**config.mk**
```make
export PLATFORM = sky130hd
export DESIGN_NAME = dhp_port
export DESIGN_NICKNAME = d
export VERILOG_FILES = /design/src/common/dhp_pkg.sv /design/src/hw/dhp_fifo.sv /design/src/hw/dhp_port.sv
export SDC_FILE = /design/constraint.sdc
export NUM_CORES = 1
export LEC_CHECK = 0
export ABC_AREA = 1
export BUFFER_PORTS_ARGS = -buffer_cell sky130_fd_sc_hd__buf_2
export CAP_MARGIN = 15
export CORE_MARGIN = 2
export CORE_UTILIZATION = 34
export DETAILED_ROUTE_END_ITERATION = 8
export PLACE_DENSITY_LB_ADDON = 0.1
export SLEW_MARGIN = 0
export SYNTH_ARGS = -nofsm -noshare
export SYNTH_HDL_FRONTEND = slang
export SYNTH_HIERARCHICAL = 1
export SYNTH_SLANG_ARGS = --single-unit
```
**constraint.sdc**
```tcl
create_clock -name clk -period 3.45 [get_ports clk]
set_clock_uncertainty 0.1 [all_clocks]
set_input_delay 0.1725 -clock clk [delete_from_list [all_inputs] [get_ports clk]]
set_output_delay 0.1725 -clock clk [all_outputs]
set_load 0.05 [all_outputs]
```
**src/common/dhp_pkg.sv**
```systemverilog
package dhp_pkg;
	// transfer modes
	typedef enum logic [1:0] {
		DHP_MODE_HANDSHAKE = 2'h0,
		DHP_MODE_EXT_HS    = 2'h1,
		DHP_MODE_PACED     = 2'h2,
		DHP_MODE_OFF       = 2'h3
	} dhp_mode_t;

	// register offsets
	localparam logic [3:0] CTRL_OFF   = 4'h0;
	localparam logic [3:0] WAIT_OFF   = 4'h1;
	localparam logic [3:0] ADDR_OFF   = 4'h2;
	localparam logic [3:0] STATUS_OFF = 4'h3;
	localparam logic [3:0] DATA_OFF   = 4'h4;
	localparam logic [3:0] COUNT_OFF  = 4'h5;

	// ctrl fields
	localparam int CTRL_MODE_LSB = 0;
	localparam int CTRL_DIR_BIT  = 2;
	localparam int CTRL_SEL_LSB  = 4;
	localparam int CTRL_INC_BIT  = 6;
	// wait fields
	localparam int WAIT_WS_LSB   = 0;
	localparam int WAIT_HOLD_BIT = 4;
	localparam int WAIT_IDLE_BIT = 5;

	localparam logic [31:0] CTRL_RST = 32'h0000_0003;
	localparam logic [31:0] WAIT_RST = 32'h0000_0000;
	localparam logic [31:0] ADDR_RST = 32'h0000_0000;

	// timing: clock period and minimum grant-high time
	localparam int CLK_PERIOD_NS = 50;
	localparam int GRANT_HIGH_NS = 6;
	localparam int GRANT_HIGH_CYC =
		((GRANT_HIGH_NS + CLK_PERIOD_NS - 1) / CLK_PERIOD_NS) < 1 ? 1 :
		((GRANT_HIGH_NS + CLK_PERIOD_NS - 1) / CLK_PERIOD_NS);

	localparam int DATA_W    = 32;
	localparam int FIFO_DEPTH = 32;

	// memory-side strobes travel together
	typedef struct packed {
		logic        rd_n;
		logic        wr_n;
		logic        sw_n;
		logic        page;
		logic [3:0]  ms_n;
		logic        dma_grant_n_n;
	} dhp_strobe_t;

	localparam dhp_strobe_t STROBE_IDLE = '{rd_n: 1'b1, wr_n: 1'b1, sw_n: 1'b1,
		page: 1'b0, ms_n: 4'hf, dma_grant_n_n: 1'b1};
endpackage

```
**src/hw/dhp_fifo.sv**
```systemverilog
`timescale 1ns/1ps
`default_nettype none
module dhp_fifo #(
	parameter int WIDTH = 32,
	parameter int DEPTH = 32
) (
	input  wire logic             clk,
	input  wire logic             rst_n,
	input  wire logic [WIDTH-1:0] in_data,
	input  wire logic             in_valid,
	output logic                  in_ready,
	output logic [WIDTH-1:0]      out_data,
	output logic                  out_valid,
	input  wire logic             out_ready,
	output logic [$clog2(DEPTH):0] level
);
	localparam int AW = $clog2(DEPTH);
	logic [WIDTH-1:0] mem_q [DEPTH];
	logic [AW-1:0]    wp_q;
	logic [AW-1:0]    rp_q;
	logic [AW:0]      cnt_q;
	wire              push;
	wire              pop;

	// handshake terms
	assign in_ready  = (cnt_q != (AW+1)'(DEPTH)); // full at exactly DEPTH words
	assign out_valid = (cnt_q != '0);
	assign push      = in_valid && in_ready;
	assign pop       = out_valid && out_ready;
	assign out_data  = mem_q[rp_q];
	assign level     = cnt_q;

	// storage write
	always_ff @(posedge clk) begin
		if (push) begin
			mem_q[wp_q] <= in_data;
		end
	end

	// pointers and fill count
	always_ff @(posedge clk or negedge rst_n) begin
		if (!rst_n) begin
			wp_q  <= '0;
			rp_q  <= '0;
			cnt_q <= '0;
		end else begin
			if (push) wp_q <= (wp_q == AW'(DEPTH-1)) ? '0 : wp_q + 1'b1;
			if (pop)  rp_q <= (rp_q == AW'(DEPTH-1)) ? '0 : rp_q + 1'b1;
			cnt_q <= cnt_q + (AW+1)'(push) - (AW+1)'(pop);
		end
	end
endmodule
`default_nettype wire

```
**src/hw/dhp_port.sv**
```systemverilog
// Notes on behaviour
// a transfer in any mode starts only after a recognised low request.
// in handshake mode the low grant is what outside logic uses to latch or drive data.
// external handshake drives address, strobes, sync write, page, selects and grant.
// paced master drives address, strobes and selects but never the grant.
// request held low holds off write completion until it returns high.
// request held low during a read prolongs the access one clock per extra cycle.
// request is sampled on the clock; a late edge is recognised in a later cycle.
// each programmed wait state adds one clock to the grant-low part.
// address hold or bus idle adds one clock between grant high and next access.
// on writes the write strobe falls with the grant and rises one clock before it.
// on reads the read strobe falls with the grant and rises no later than it.
// the grant is a registered output changing only at clock edges.
// exactly one transfer per recognised request, grant high before the next.
//
// Decided for this implementation: the address map and strobed register access.
`timescale 1ns/1ps
`default_nettype none
module dhp_port #(
	parameter int DATA_W = dhp_pkg::DATA_W,
	parameter int DEPTH  = dhp_pkg::FIFO_DEPTH
) (
	input  wire logic              clk,
	input  wire logic              rst_n,
	// register port
	input  wire logic [3:0]        reg_addr,
	input  wire logic [31:0]       reg_wdata,
	input  wire logic              reg_wr,
	input  wire logic              reg_rd,
	output logic [31:0]            reg_rdata,
	// external pins
	input  wire logic              dma_request_n,
	output logic                   dma_grant_n,
	output logic                   rd_n,
	output logic                   wr_n,
	output logic                   sync_write_select_n,
	output logic                   page,
	output logic [3:0]             memory_select_n,
	output logic                   ack,
	output logic [31:0]            addr,
	input  wire logic [DATA_W-1:0] data_in,
	output logic [DATA_W-1:0]      data_out,
	output logic                   data_oe
);
	typedef enum logic [2:0] {
		DHP_IDLE, DHP_ACCESS, DHP_WAITS, DHP_STRETCH, DHP_LAST, DHP_HOLD, DHP_GAP
	} dhp_state_t;

	dhp_state_t       st_q;
	dhp_state_t       st_d;
	logic [31:0]      ctrl_q;
	logic [31:0]      wait_q;
	logic [31:0]      addr_q;
	logic [31:0]      count_q;
	logic [3:0]       ws_q;
	logic             req_s1_q;
	logic             req_s2_q;
	logic             req_armed_q;
	logic             err_q;
	logic             rvalid_q;
	logic [31:0]      rdata_q;
	logic [DATA_W-1:0] dout_q;
	logic             oe_q;
	logic             ack_q;
	dhp_pkg::dhp_strobe_t stb_q;
	dhp_pkg::dhp_strobe_t stb_d;

	// fifo wiring
	logic [DATA_W-1:0] fin_data;
	logic              fin_valid;
	logic              fin_ready;
	logic [DATA_W-1:0] fout_data;
	logic              fout_valid;
	logic              fout_ready;
	logic [$clog2(DEPTH):0] flevel;

	// decoded configuration
	wire dhp_pkg::dhp_mode_t mode = dhp_pkg::dhp_mode_t'(ctrl_q[dhp_pkg::CTRL_MODE_LSB +: 2]);
	wire        is_write  = ctrl_q[dhp_pkg::CTRL_DIR_BIT];
	wire [1:0]  sel       = ctrl_q[dhp_pkg::CTRL_SEL_LSB +: 2];
	wire        addr_inc  = ctrl_q[dhp_pkg::CTRL_INC_BIT];
	wire [3:0]  ws_cfg    = wait_q[dhp_pkg::WAIT_WS_LSB +: 4];
	wire        hold_cfg  = wait_q[dhp_pkg::WAIT_HOLD_BIT] | wait_q[dhp_pkg::WAIT_IDLE_BIT];
	wire        enabled   = (mode != dhp_pkg::DHP_MODE_OFF);
	wire        paced     = (mode == dhp_pkg::DHP_MODE_PACED);
	wire        ext_hs    = (mode == dhp_pkg::DHP_MODE_EXT_HS);
	wire        req_low   = ~req_s2_q;
	// start condition
	wire        start     = enabled && req_low && req_armed_q
		&& (is_write ? fout_valid : fin_ready);
	wire        hold_need = req_low;
	wire        last_out  = (st_q == DHP_LAST);

	// register decode
	wire sel_ctrl  = (reg_addr == dhp_pkg::CTRL_OFF);
	wire sel_wait  = (reg_addr == dhp_pkg::WAIT_OFF);
	wire sel_addr  = (reg_addr == dhp_pkg::ADDR_OFF);
	wire sel_stat  = (reg_addr == dhp_pkg::STATUS_OFF);
	wire sel_data  = (reg_addr == dhp_pkg::DATA_OFF);
	wire sel_count = (reg_addr == dhp_pkg::COUNT_OFF);
	wire [31:0] status_w = {16'h0000, 2'h0, flevel[5:0] & 6'h3f, 3'h0,
		err_q, ~dma_grant_n, req_low, fout_valid, fin_ready};

	// data path: write transfers drain the fifo, reads fill it
	assign fin_data   = reg_wr && sel_data ? reg_wdata[DATA_W-1:0] : data_in;
	assign fin_valid  = (reg_wr && sel_data && is_write) || (!is_write && last_out);
	assign fout_ready = (reg_rd && sel_data && !is_write) || (is_write && st_q == DHP_IDLE && start);

	dhp_fifo #(.WIDTH(DATA_W), .DEPTH(DEPTH)) u_fifo (
		.clk       (clk),
		.rst_n     (rst_n),
		.in_data   (fin_data),
		.in_valid  (fin_valid),
		.in_ready  (fin_ready),
		.out_data  (fout_data),
		.out_valid (fout_valid),
		.out_ready (fout_ready),
		.level     (flevel)
	);

	// request synchroniser
	always_ff @(posedge clk or negedge rst_n) begin
		if (!rst_n) begin
			req_s1_q <= 1'b1;
			req_s2_q <= 1'b1;
		end else begin
			req_s1_q <= dma_request_n;
			req_s2_q <= req_s1_q;
		end
	end

	// next state
	always_comb begin
		st_d = st_q;
		case (st_q)
			DHP_IDLE: begin
				if (start) st_d = DHP_ACCESS;
			end
			DHP_ACCESS: begin
				// wait states lengthen grant low
				if (ws_cfg != 4'h0) st_d = DHP_WAITS;
				else if (hold_need) st_d = DHP_STRETCH;
				else st_d = DHP_LAST;
			end
			DHP_WAITS: begin
				if (ws_q == 4'h1) st_d = hold_need ? DHP_STRETCH : DHP_LAST;
			end
			DHP_STRETCH: begin
				// request low stretches the access
				if (!hold_need) st_d = DHP_LAST;
			end
			DHP_LAST: begin
				st_d = DHP_HOLD;
			end
			DHP_HOLD: begin
				// extra clock for address hold or idle
				st_d = hold_cfg ? DHP_GAP : DHP_IDLE;
			end
			DHP_GAP: begin
				st_d = DHP_IDLE;
			end
			default: st_d = DHP_IDLE;
		endcase
	end

	// strobe pattern per state and mode
	always_comb begin
		stb_d = dhp_pkg::STROBE_IDLE;
		if (st_d == DHP_ACCESS || st_d == DHP_WAITS || st_d == DHP_STRETCH
			|| st_d == DHP_LAST) begin
			// grant only outside paced master
			stb_d.dma_grant_n_n = paced;
			if (!(mode == dhp_pkg::DHP_MODE_HANDSHAKE)) begin
				stb_d.ms_n     = ~(4'h1 << sel);
				stb_d.page     = ext_hs;
				stb_d.sw_n     = ~(ext_hs && is_write);
				// read strobe ends with grant
				stb_d.rd_n     = is_write;
				// write strobe released one clock early
				stb_d.wr_n     = ~is_write || (st_d == DHP_LAST);
			end
		end
	end

	// state, grant and strobes registered
	always_ff @(posedge clk or negedge rst_n) begin
		if (!rst_n) begin
			st_q <= DHP_IDLE;
			stb_q <= dhp_pkg::STROBE_IDLE;
			ws_q <= 4'h0;
		end else begin
			st_q  <= st_d;
			stb_q <= stb_d;
			ws_q  <= (st_d == DHP_WAITS && st_q != DHP_WAITS) ? ws_cfg :
				(st_q == DHP_WAITS ? ws_q - 4'h1 : 4'h0);
		end
	end

	// one transfer per request: rearm after request rises
	always_ff @(posedge clk or negedge rst_n) begin
		if (!rst_n) begin
			req_armed_q <= 1'b1;
		end else if (st_q == DHP_IDLE && start) begin
			req_armed_q <= 1'b0;
		end else if (!req_low && st_q != DHP_ACCESS) begin
			req_armed_q <= 1'b1;
		end
	end

	// data drive, ack, address and count
	always_ff @(posedge clk or negedge rst_n) begin
		if (!rst_n) begin
			dout_q  <= '0;
			oe_q    <= 1'b0;
			ack_q   <= 1'b0;
			addr_q  <= dhp_pkg::ADDR_RST;
			count_q <= 32'h0;
			err_q   <= 1'b0;
		end else begin
			if (st_q == DHP_IDLE && start && is_write) dout_q <= fout_data;
			oe_q  <= is_write && (st_d != DHP_IDLE) && (st_d != DHP_GAP);
			ack_q <= (st_d == DHP_LAST) && (paced || ext_hs);
			if (reg_wr && sel_addr) addr_q <= reg_wdata;
			else if (last_out && addr_inc) addr_q <= addr_q + 32'h1;
			if (reg_wr && sel_count) count_q <= 32'h0;
			else if (last_out) count_q <= count_q + 32'h1;
			// overflow on data port write when full; set wins over clear
			if (reg_wr && sel_data && is_write && !fin_ready) err_q <= 1'b1;
			else if (reg_wr && sel_stat) err_q <= 1'b0;
		end
	end

	// config registers
	always_ff @(posedge clk or negedge rst_n) begin
		if (!rst_n) begin
			ctrl_q <= dhp_pkg::CTRL_RST;
			wait_q <= dhp_pkg::WAIT_RST;
		end else begin
			if (reg_wr && sel_ctrl) ctrl_q <= reg_wdata & 32'h0000_0077;
			if (reg_wr && sel_wait) wait_q <= reg_wdata & 32'h0000_003f;
		end
	end

	// read mux
	wire [31:0] rmux =
		sel_ctrl  ? ctrl_q :
		sel_wait  ? wait_q :
		sel_addr  ? addr_q :
		sel_stat  ? status_w :
		sel_data  ? 32'(fout_data) :
		sel_count ? count_q : 32'h0;

	always_ff @(posedge clk or negedge rst_n) begin
		if (!rst_n) begin
			rdata_q <= 32'h0;
		end else begin
			rdata_q <= reg_rd ? rmux : 32'h0;
		end
	end

	assign reg_rdata           = rdata_q;
	assign dma_grant_n         = stb_q.dma_grant_n_n;
	assign rd_n                = stb_q.rd_n;
	assign wr_n                = stb_q.wr_n;
	assign sync_write_select_n = stb_q.sw_n;
	assign page                = stb_q.page;
	assign memory_select_n     = stb_q.ms_n;
	assign ack                 = ack_q;
	assign addr                = addr_q;
	assign data_out            = dout_q;
	assign data_oe             = oe_q;

	// grant stays high in paced master
	a_grant_low_paced: assert property (@(posedge clk) disable iff (!rst_n)
		paced && $past(paced) |-> dma_grant_n) else $error("grant low in paced mode");
	// start needs request
	a_start_req: assert property (@(posedge clk) disable iff (!rst_n)
		st_q == DHP_ACCESS && $past(st_q) == DHP_IDLE |-> $past(req_low))
		else $error("transfer without request");
	// write strobe before grant
	a_wr_before_grant: assert property (@(posedge clk) disable iff (!rst_n)
		$rose(wr_n) && !paced |-> !dma_grant_n ##1 dma_grant_n)
		else $error("write strobe not released a clock before grant");
	// read strobe rise
	a_rd_with_grant: assert property (@(posedge clk) disable iff (!rst_n)
		$rose(dma_grant_n) && $past(!rd_n) |-> rd_n) else $error("read strobe outlives grant");
	// gap after grant high
	a_hold_gap: assert property (@(posedge clk) disable iff (!rst_n)
		$rose(dma_grant_n) && hold_cfg |-> dma_grant_n[*2]) else $error("missing hold clock");
	// stretch holds grant while request low
	a_stretch_hold: assert property (@(posedge clk) disable iff (!rst_n)
		st_q == DHP_STRETCH && req_low |=> st_q == DHP_STRETCH) else $error("stretch ended early");
	// one wait state adds a clock
	a_wait_one: assert property (@(posedge clk) disable iff (!rst_n)
		st_q == DHP_ACCESS && ws_cfg == 4'h1 && $stable(wait_q) |=> st_q == DHP_WAITS)
		else $error("wait state skipped");
	// grant high in the clock after the last access cycle
	a_one_per_req: assert property (@(posedge clk) disable iff (!rst_n)
		st_q == DHP_LAST |=> dma_grant_n)
		else $error("back to back grant");
endmodule
`default_nettype wire

```
-- Word-level counts from Yosys, hierarchy flattened
Memories as Yosys holds them, arrays and structs flattened.
Index checks and enable logic that the tools add are counted.
- $mul: 0
- shift-type cells: 1
- eq/ne operators: 24
- reduce and logical (&&, ||, !) cells: 46
- muxes and demuxes: 32
- bitwise gates (word level): 6
- add/subtract/negate cells: 7
- magnitude comparators: 0
- div/mod/pow operators: 0
- operators with widths (operator ; count):
    32-bit 2-to-1 mux ; 12
    32-bit by 1-bit adder with 32-bit output, second input constant ; 2
    1-bit logical AND ; 27
    3-bit 2-to-1 mux ; 6
    3-bit case mux with 6 select lines ; 1
    3-bit by 2-bit equality test with 1-bit output, second input constant ; 4
    5-bit by 1-bit adder with 5-bit output, second input constant ; 2
    5-bit equality test, second input constant ; 2
    5-bit 2-to-1 mux ; 2
    3-bit equality test, second input constant ; 3
    9-bit 2-to-1 mux ; 1
    4-bit by 1-bit equality test with 1-bit output, second input constant ; 2
    4-bit by 2-bit equality test with 1-bit output, second input constant ; 2
    4-bit by 3-bit equality test with 1-bit output, second input constant ; 2
    4-bit 2-to-1 mux ; 2
    8-bit 2-to-1 mux ; 1
    2-bit nonzero test ; 4
    1-bit logical OR ; 7
    1-bit 2-to-1 mux ; 7
    6-bit by 1-bit adder with 6-bit output ; 1
    3-bit by 1-bit equality test with 1-bit output, second input constant ; 2
    6-bit inequality test, second input constant ; 1
    6-bit nonzero test ; 1
    6-bit by 1-bit subtractor with 6-bit output ; 1
    17 further kinds ; 21
- output and inout bits: 107
- RAM bits: 1024
- memories: 1
- register bits: 178
- memory bits (read-only): 0
- input port bits: 73
- bits in latches: 0
- word-level logic and storage cells: 140
- memories (memory ; words ; width ; rd ports ; clocked after memory_dff ; wr ports ; RTL line ; RTL):
    u_fifo.mem_q ; 32 ; 32 ; 1 ; 0 ; 1 ; dhp_fifo.sv:18 ; logic [WIDTH-1:0] mem_q [DEPTH];

-- Logic depth before layout (Yosys ltp)
- depth after elaboration: 11
- mapped depth: 17

-- By module
Netlist, hierarchy kept.
- modules (own cells, without submodules) (module ; seq. area each (um^2) ; instances ; cells each ; area an instance (um^2)):
    dhp_fifo ; 31149.9 ; 1 ; 4079 ; 44234.9
    dhp_port ; 4070.2 ; 1 ; 1282 ; 9283.9

-- Worst setup path after synthesis
Ideal clock, no wire load.
- path kind: input port to flip-flop
- from: input port reg_addr[2]
- to: memory u_fifo.mem_q[7][0], enable pin
- arrival: 3.230 ns
- cell stages on the path: 9
- path buffers: 1
- setup slack: -0.341 ns
- cell sequence: inv_1 > nor2_1 > nand2_1 > nor2_1 > buf_2 > nand2_1 > o21ai_0 > nand2_2 > nor3_1
- cells in the longest elaborated chain, start to end: 7
- ends and longest elaborated chain (what ; RTL line ; RTL):
    start, declared ; dhp_port.sv:26 ; input wire logic [3:0] reg_addr,
    4-bit by 3-bit equality test with 1-bit output ; dhp_port.sv:99 ; wire sel_data = (reg_addr == dhp_pkg::DATA_OFF);
    1-bit logical AND (2 in series) ; dhp_port.sv:106 ; assign fin_valid = (reg_wr && sel_data && is_write) || (!is_write && last_out);
    1-bit logical OR ; dhp_port.sv:106 ;
    net fin_valid ; dhp_port.sv:70 ; logic fin_valid;
    1-bit logical AND ; dhp_fifo.sv:28 ; assign push = in_valid && in_ready;
    1-bit 2-to-1 mux ; dhp_fifo.sv:35 ; if (push) begin
    1-bit 2-to-1 mux (not written as such) ; dhp_fifo.sv:36 ; mem_q[wp_q] <= in_data;
    end, declared ; dhp_fifo.sv:18 ;
The timed path passes the listed nets, and every way through them passes these cells.

-- Final worst setup path
- from: register u_fifo.rp_q[1]
- to: register rdata_q[2], in the netlist reg_rdata[2]
- cells in the longest elaborated chain, start to end: 7
- ends and longest elaborated chain (what ; RTL line ; RTL):
    start, declared ; dhp_fifo.sv:20 ; logic [AW-1:0] rp_q;
    start signal, assigned ; dhp_fifo.sv:48 ; if (pop) rp_q <= (rp_q == AW'(DEPTH-1)) ? '0 : rp_q + 1'b1;
    memory read 32 x 32 bit ; n/a ;
    net fout_data[2] ; dhp_port.sv:72 ; logic [DATA_W-1:0] fout_data;
    32-bit 2-to-1 mux ; dhp_port.sv:250 ; sel_data ? 32'(fout_data) :
    32-bit 2-to-1 mux ; dhp_port.sv:249 ; sel_stat ? status_w :
    32-bit 2-to-1 mux ; dhp_port.sv:248 ; sel_addr ? addr_q :
    32-bit 2-to-1 mux ; dhp_port.sv:247 ; sel_wait ? wait_q :
    32-bit 2-to-1 mux ; dhp_port.sv:246 ; sel_ctrl ? ctrl_q :
    32-bit 2-to-1 mux ; dhp_port.sv:257 ; rdata_q <= reg_rd ? rmux : 32'h0;
    end signal, assigned ; dhp_port.sv:257 ;
    end, declared ; dhp_port.sv:61 ; logic [31:0] rdata_q;
The timed path passes the listed nets, and every way through them passes these cells.
A chain may end at the register's enable or synchronous reset.

==> out/metrics.csv <==
metric;value;unit
holdWs;-0.0471;ns
synthCells;5361;
hpwl;108;mm
slew_headroom;28.5;%
ys_ff_latch;1202;
fp.dieH;401;microns
ff2ff_path_depth;13;
worst_slew_pin_slew;1.07;ns
worst_slack;0.222;ns
crit_fanout;33;
antenna_found_initial;1;
ir_worst_vdd;632;uV
vias_per_cell;4.86;
grt_setup_unrepaired;no;
worst-path-stages;13;
finalSetupViolations;0;
syn_to_final_growth;17.9;%
hold_viol;10;
report.final.slew_viol_count;0;
portBuffers;179;
grtUsageMet3;2.70;%
synth_edf_count;1024;
wl_per_cell;22.8;microns
wl;179;mm
slowest_stage;dfrtp_4;
cts-root-buf;clkbuf_16;
fin_util;40.4;%
gp_congestion;0.862;
syn_nets;5459;
synthArstFlopShare;14.8;%
yosys_warnings;6;
crit_buf_inv;5;
synth_top_family_by_area;simple AND/OR/NAND/NOR gates;
ant_nets;0;
final_cell_mix;nand2_1, edfxtp_1, inv_1;
cp.arrival;3.81;ns
power.density;781;nW/um^2
slowest_delay;0.56;ns
dieArea;161000;sq um
synthFlopType;edfxtp_1;
synth.area.mux_share;0;%
tritoncts;done;
initial_core_util;34.3;%
drtIter0Drc;3141;
cts_max_level;4;
fmax;0.310;GHz
layout-drive-gt1-share;11.9;%
clock-sinks;1202;
synthAdderAreaFrac;0.598;%
rows;145;
fin_nets;5784;
use_met1;30.1;%
grt_first_pass_wirelength;261;mm
hold_path.class;input port to async pin;
period_minus_slack;3.23;ns
synth_compound_gate_area_share;3.96;%
drc_errors;0;
cap_violations;0;
met2_usage;37.7;%
crit_type;flop to flop;
final_common_cell;nand2_1;
cp-start-kind;flop;
die-width;401;microns
violations;hold timing;
status;finished with violations;
yosysSeqAreaShare;65.8;%
grt_pass1_vias;36964;
pre_cts_ws;0.414;ns
cts_buffer_depth;3;
cp_cell_sequence;clkinv_8 -> buf_12 -> nand3_1 -> a21oi_1 -> nor2_1 -> nand2_1 -> nand2_1 -> inv_1 -> inv_1 -> o22ai_1 -> nor2_1 -> a21oi_1 -> dlygate4sd3_1;
clkSlewWorstSetupHoldPaths;0.06;ns
core;156000;sq um
track_usage;22.1;%
finalCritPeriodShare;93.6;%
final_area;63100;sq um
synthXorXnorAreaFrac;0.458;%
vias;38132;
io_pins;180;
synth_cell_types;50;
worstSetupEndpointType;flop;
placed_area;58000;sq um
power_leakage;0.0263;uW
grt_start_max_net_pins;140;
overflow;0;
clock_latency;0.76;ns
cp.required;4.04;ns
yosys.area_share.simple;21.5;%
dr.pass1.iters;5;
numCtsBuffers;139;
synth_area;53500;sq um
busiest_layer;met2;
postSynthAreaPerCell;9.98;sq um
cp_top_family;buffers and inverters;
-- flip-flops by register name, indices dropped and copies added, names as in the netlist, 4 cells and up --
register and flops:
u_fifo/level 6, ws_q 4, u_fifo/mem_q 1024, u_fifo/rp_q 5, u_fifo/wp_q 5, reg_rdata 32, addr 32, count_q 32
wait_q 6, data_out 32, memory_select_n 4, ctrl_q 6
-- cells by family after synthesis --
group                    after synthesis
XOR/XNOR                              28
AO/OA/AOI/OAI                        349
AND/OR/NAND/NOR                     2765
flip-flops                          1202
buffers and inverters                992
adder cells (fa/ha/maj)               25
-- final timing paths --
path / from / slack, ns / endpoint
min in group clk: data_in[0] / 0.06 / u_fifo/mem_q[13][0]$_DFFE_PP_
max in group asynchronous: rst_n / 2.28 / wr_n$_DFF_PN1_
hold / removal: rst_n / -0.05 / data_out[28]$_DFFE_PN0P_
hold reg to reg: req_s1_q$_DFF_PN1_ / 0.27 / req_s2_q$_DFF_PN1_
setup / recovery: u_fifo/rp_q[1]$_DFFE_PN0P_ / 0.22 / reg_rdata[2]$_DFF_PN0_
setup reg to reg: u_fifo/rp_q[1]$_DFFE_PN0P_ / 0.22 / reg_rdata[2]$_DFF_PN0_
-- layer usage --
metal | part of all wire (%) | routed length (microns) | vias to the layer above
met3 | 3.9 | 7000 | 194
met4 | 2.0 | 3500 | 0
met1 | 45 | 80900 | 18851
met5 | 0 | 0 | -
met2 | 49 | 87800 | 788
li1 | - | - | 18299
-- cells in the mapped netlist, types with 31 or more instances --
| library cell | count | area [sq um] |
|---|---|---|
| nor3_1 | 40 | 200 |
| a21oi_1 | 94 | 470 |
| o21ai_0 | 137 | 686 |
| o22ai_1 | 41 | 257 |
| nand2_1 | 1749 | 6570 |
| buf_4 | 31 | 233 |
| nand4_1 | 35 | 219 |
| dfrtp_1 | 165 | 4130 |
| nand3_1 | 681 | 3410 |
| nor2_1 | 230 | 863 |
| buf_2 | 151 | 756 |
| clkbuf_1 | 47 | 176 |
| inv_1 | 720 | 2700 |
| edfxtp_1 | 1024 | 30700 |
-- report_power, final --
part,internal [uW],switching [uW]
combinational,4890,13000
clock,7940,5950
sequential,16600,868
-- metrics by stage --
| stage | setup TNS (ns) | hold slack [ns] | total power (uW) | std cells |
|---|---|---|---|---|
| CTS | 0 | 0.00340 | 49800 | 7840 |
| finish | 0 | -0.0471 | 49300 | 7846 |
| floorplan | -43.62 | -0.223 | 28900 | 5361 |
| global placement | 0 | 0.180 | 35700 | 7517 |
| global route | 0 | 0.0314 | 52000 | 7845 |
| detailed placement | 0 | 0.182 | 35700 | 7517 |
-- worst reg2reg max path, stage by stage (launching register included) --
cell and delay (ns):
dfrtp_4 0.56, clkinv_8 0.24, buf_12 0.29, nand3_1 0.11
a21oi_1 0.21, nor2_1 0.07, nand2_1 0.10, nand2_1 0.10
inv_1 0.22, inv_1 0.10, o22ai_1 0.30, nor2_1 0.09
a21oi_1 0.12, dlygate4sd3_1 0.55
-- layout make-up --
class / instances / area [sq um]
clock buffers: 179 / 3750
clock inverters: 63 / 435
diodes: 1 / 2.50
fillers: 15317 / 93100
flip-flops and latches: 1202 / 35200
repair buffers: 438 / 3780
inverters: 738 / 2800
well taps: 2058 / 2570
multi-input cells: 3167 / 14500
-- repair_timing --
item,in CTS,in global routing
hold endpoints to repair,868,0
setup buffers,0,4
resized for setup,0,5
endpoints found under the setup margin,0,3
hold buffers,81,0
Note: power is estimated with default switching activity, not from simulation.
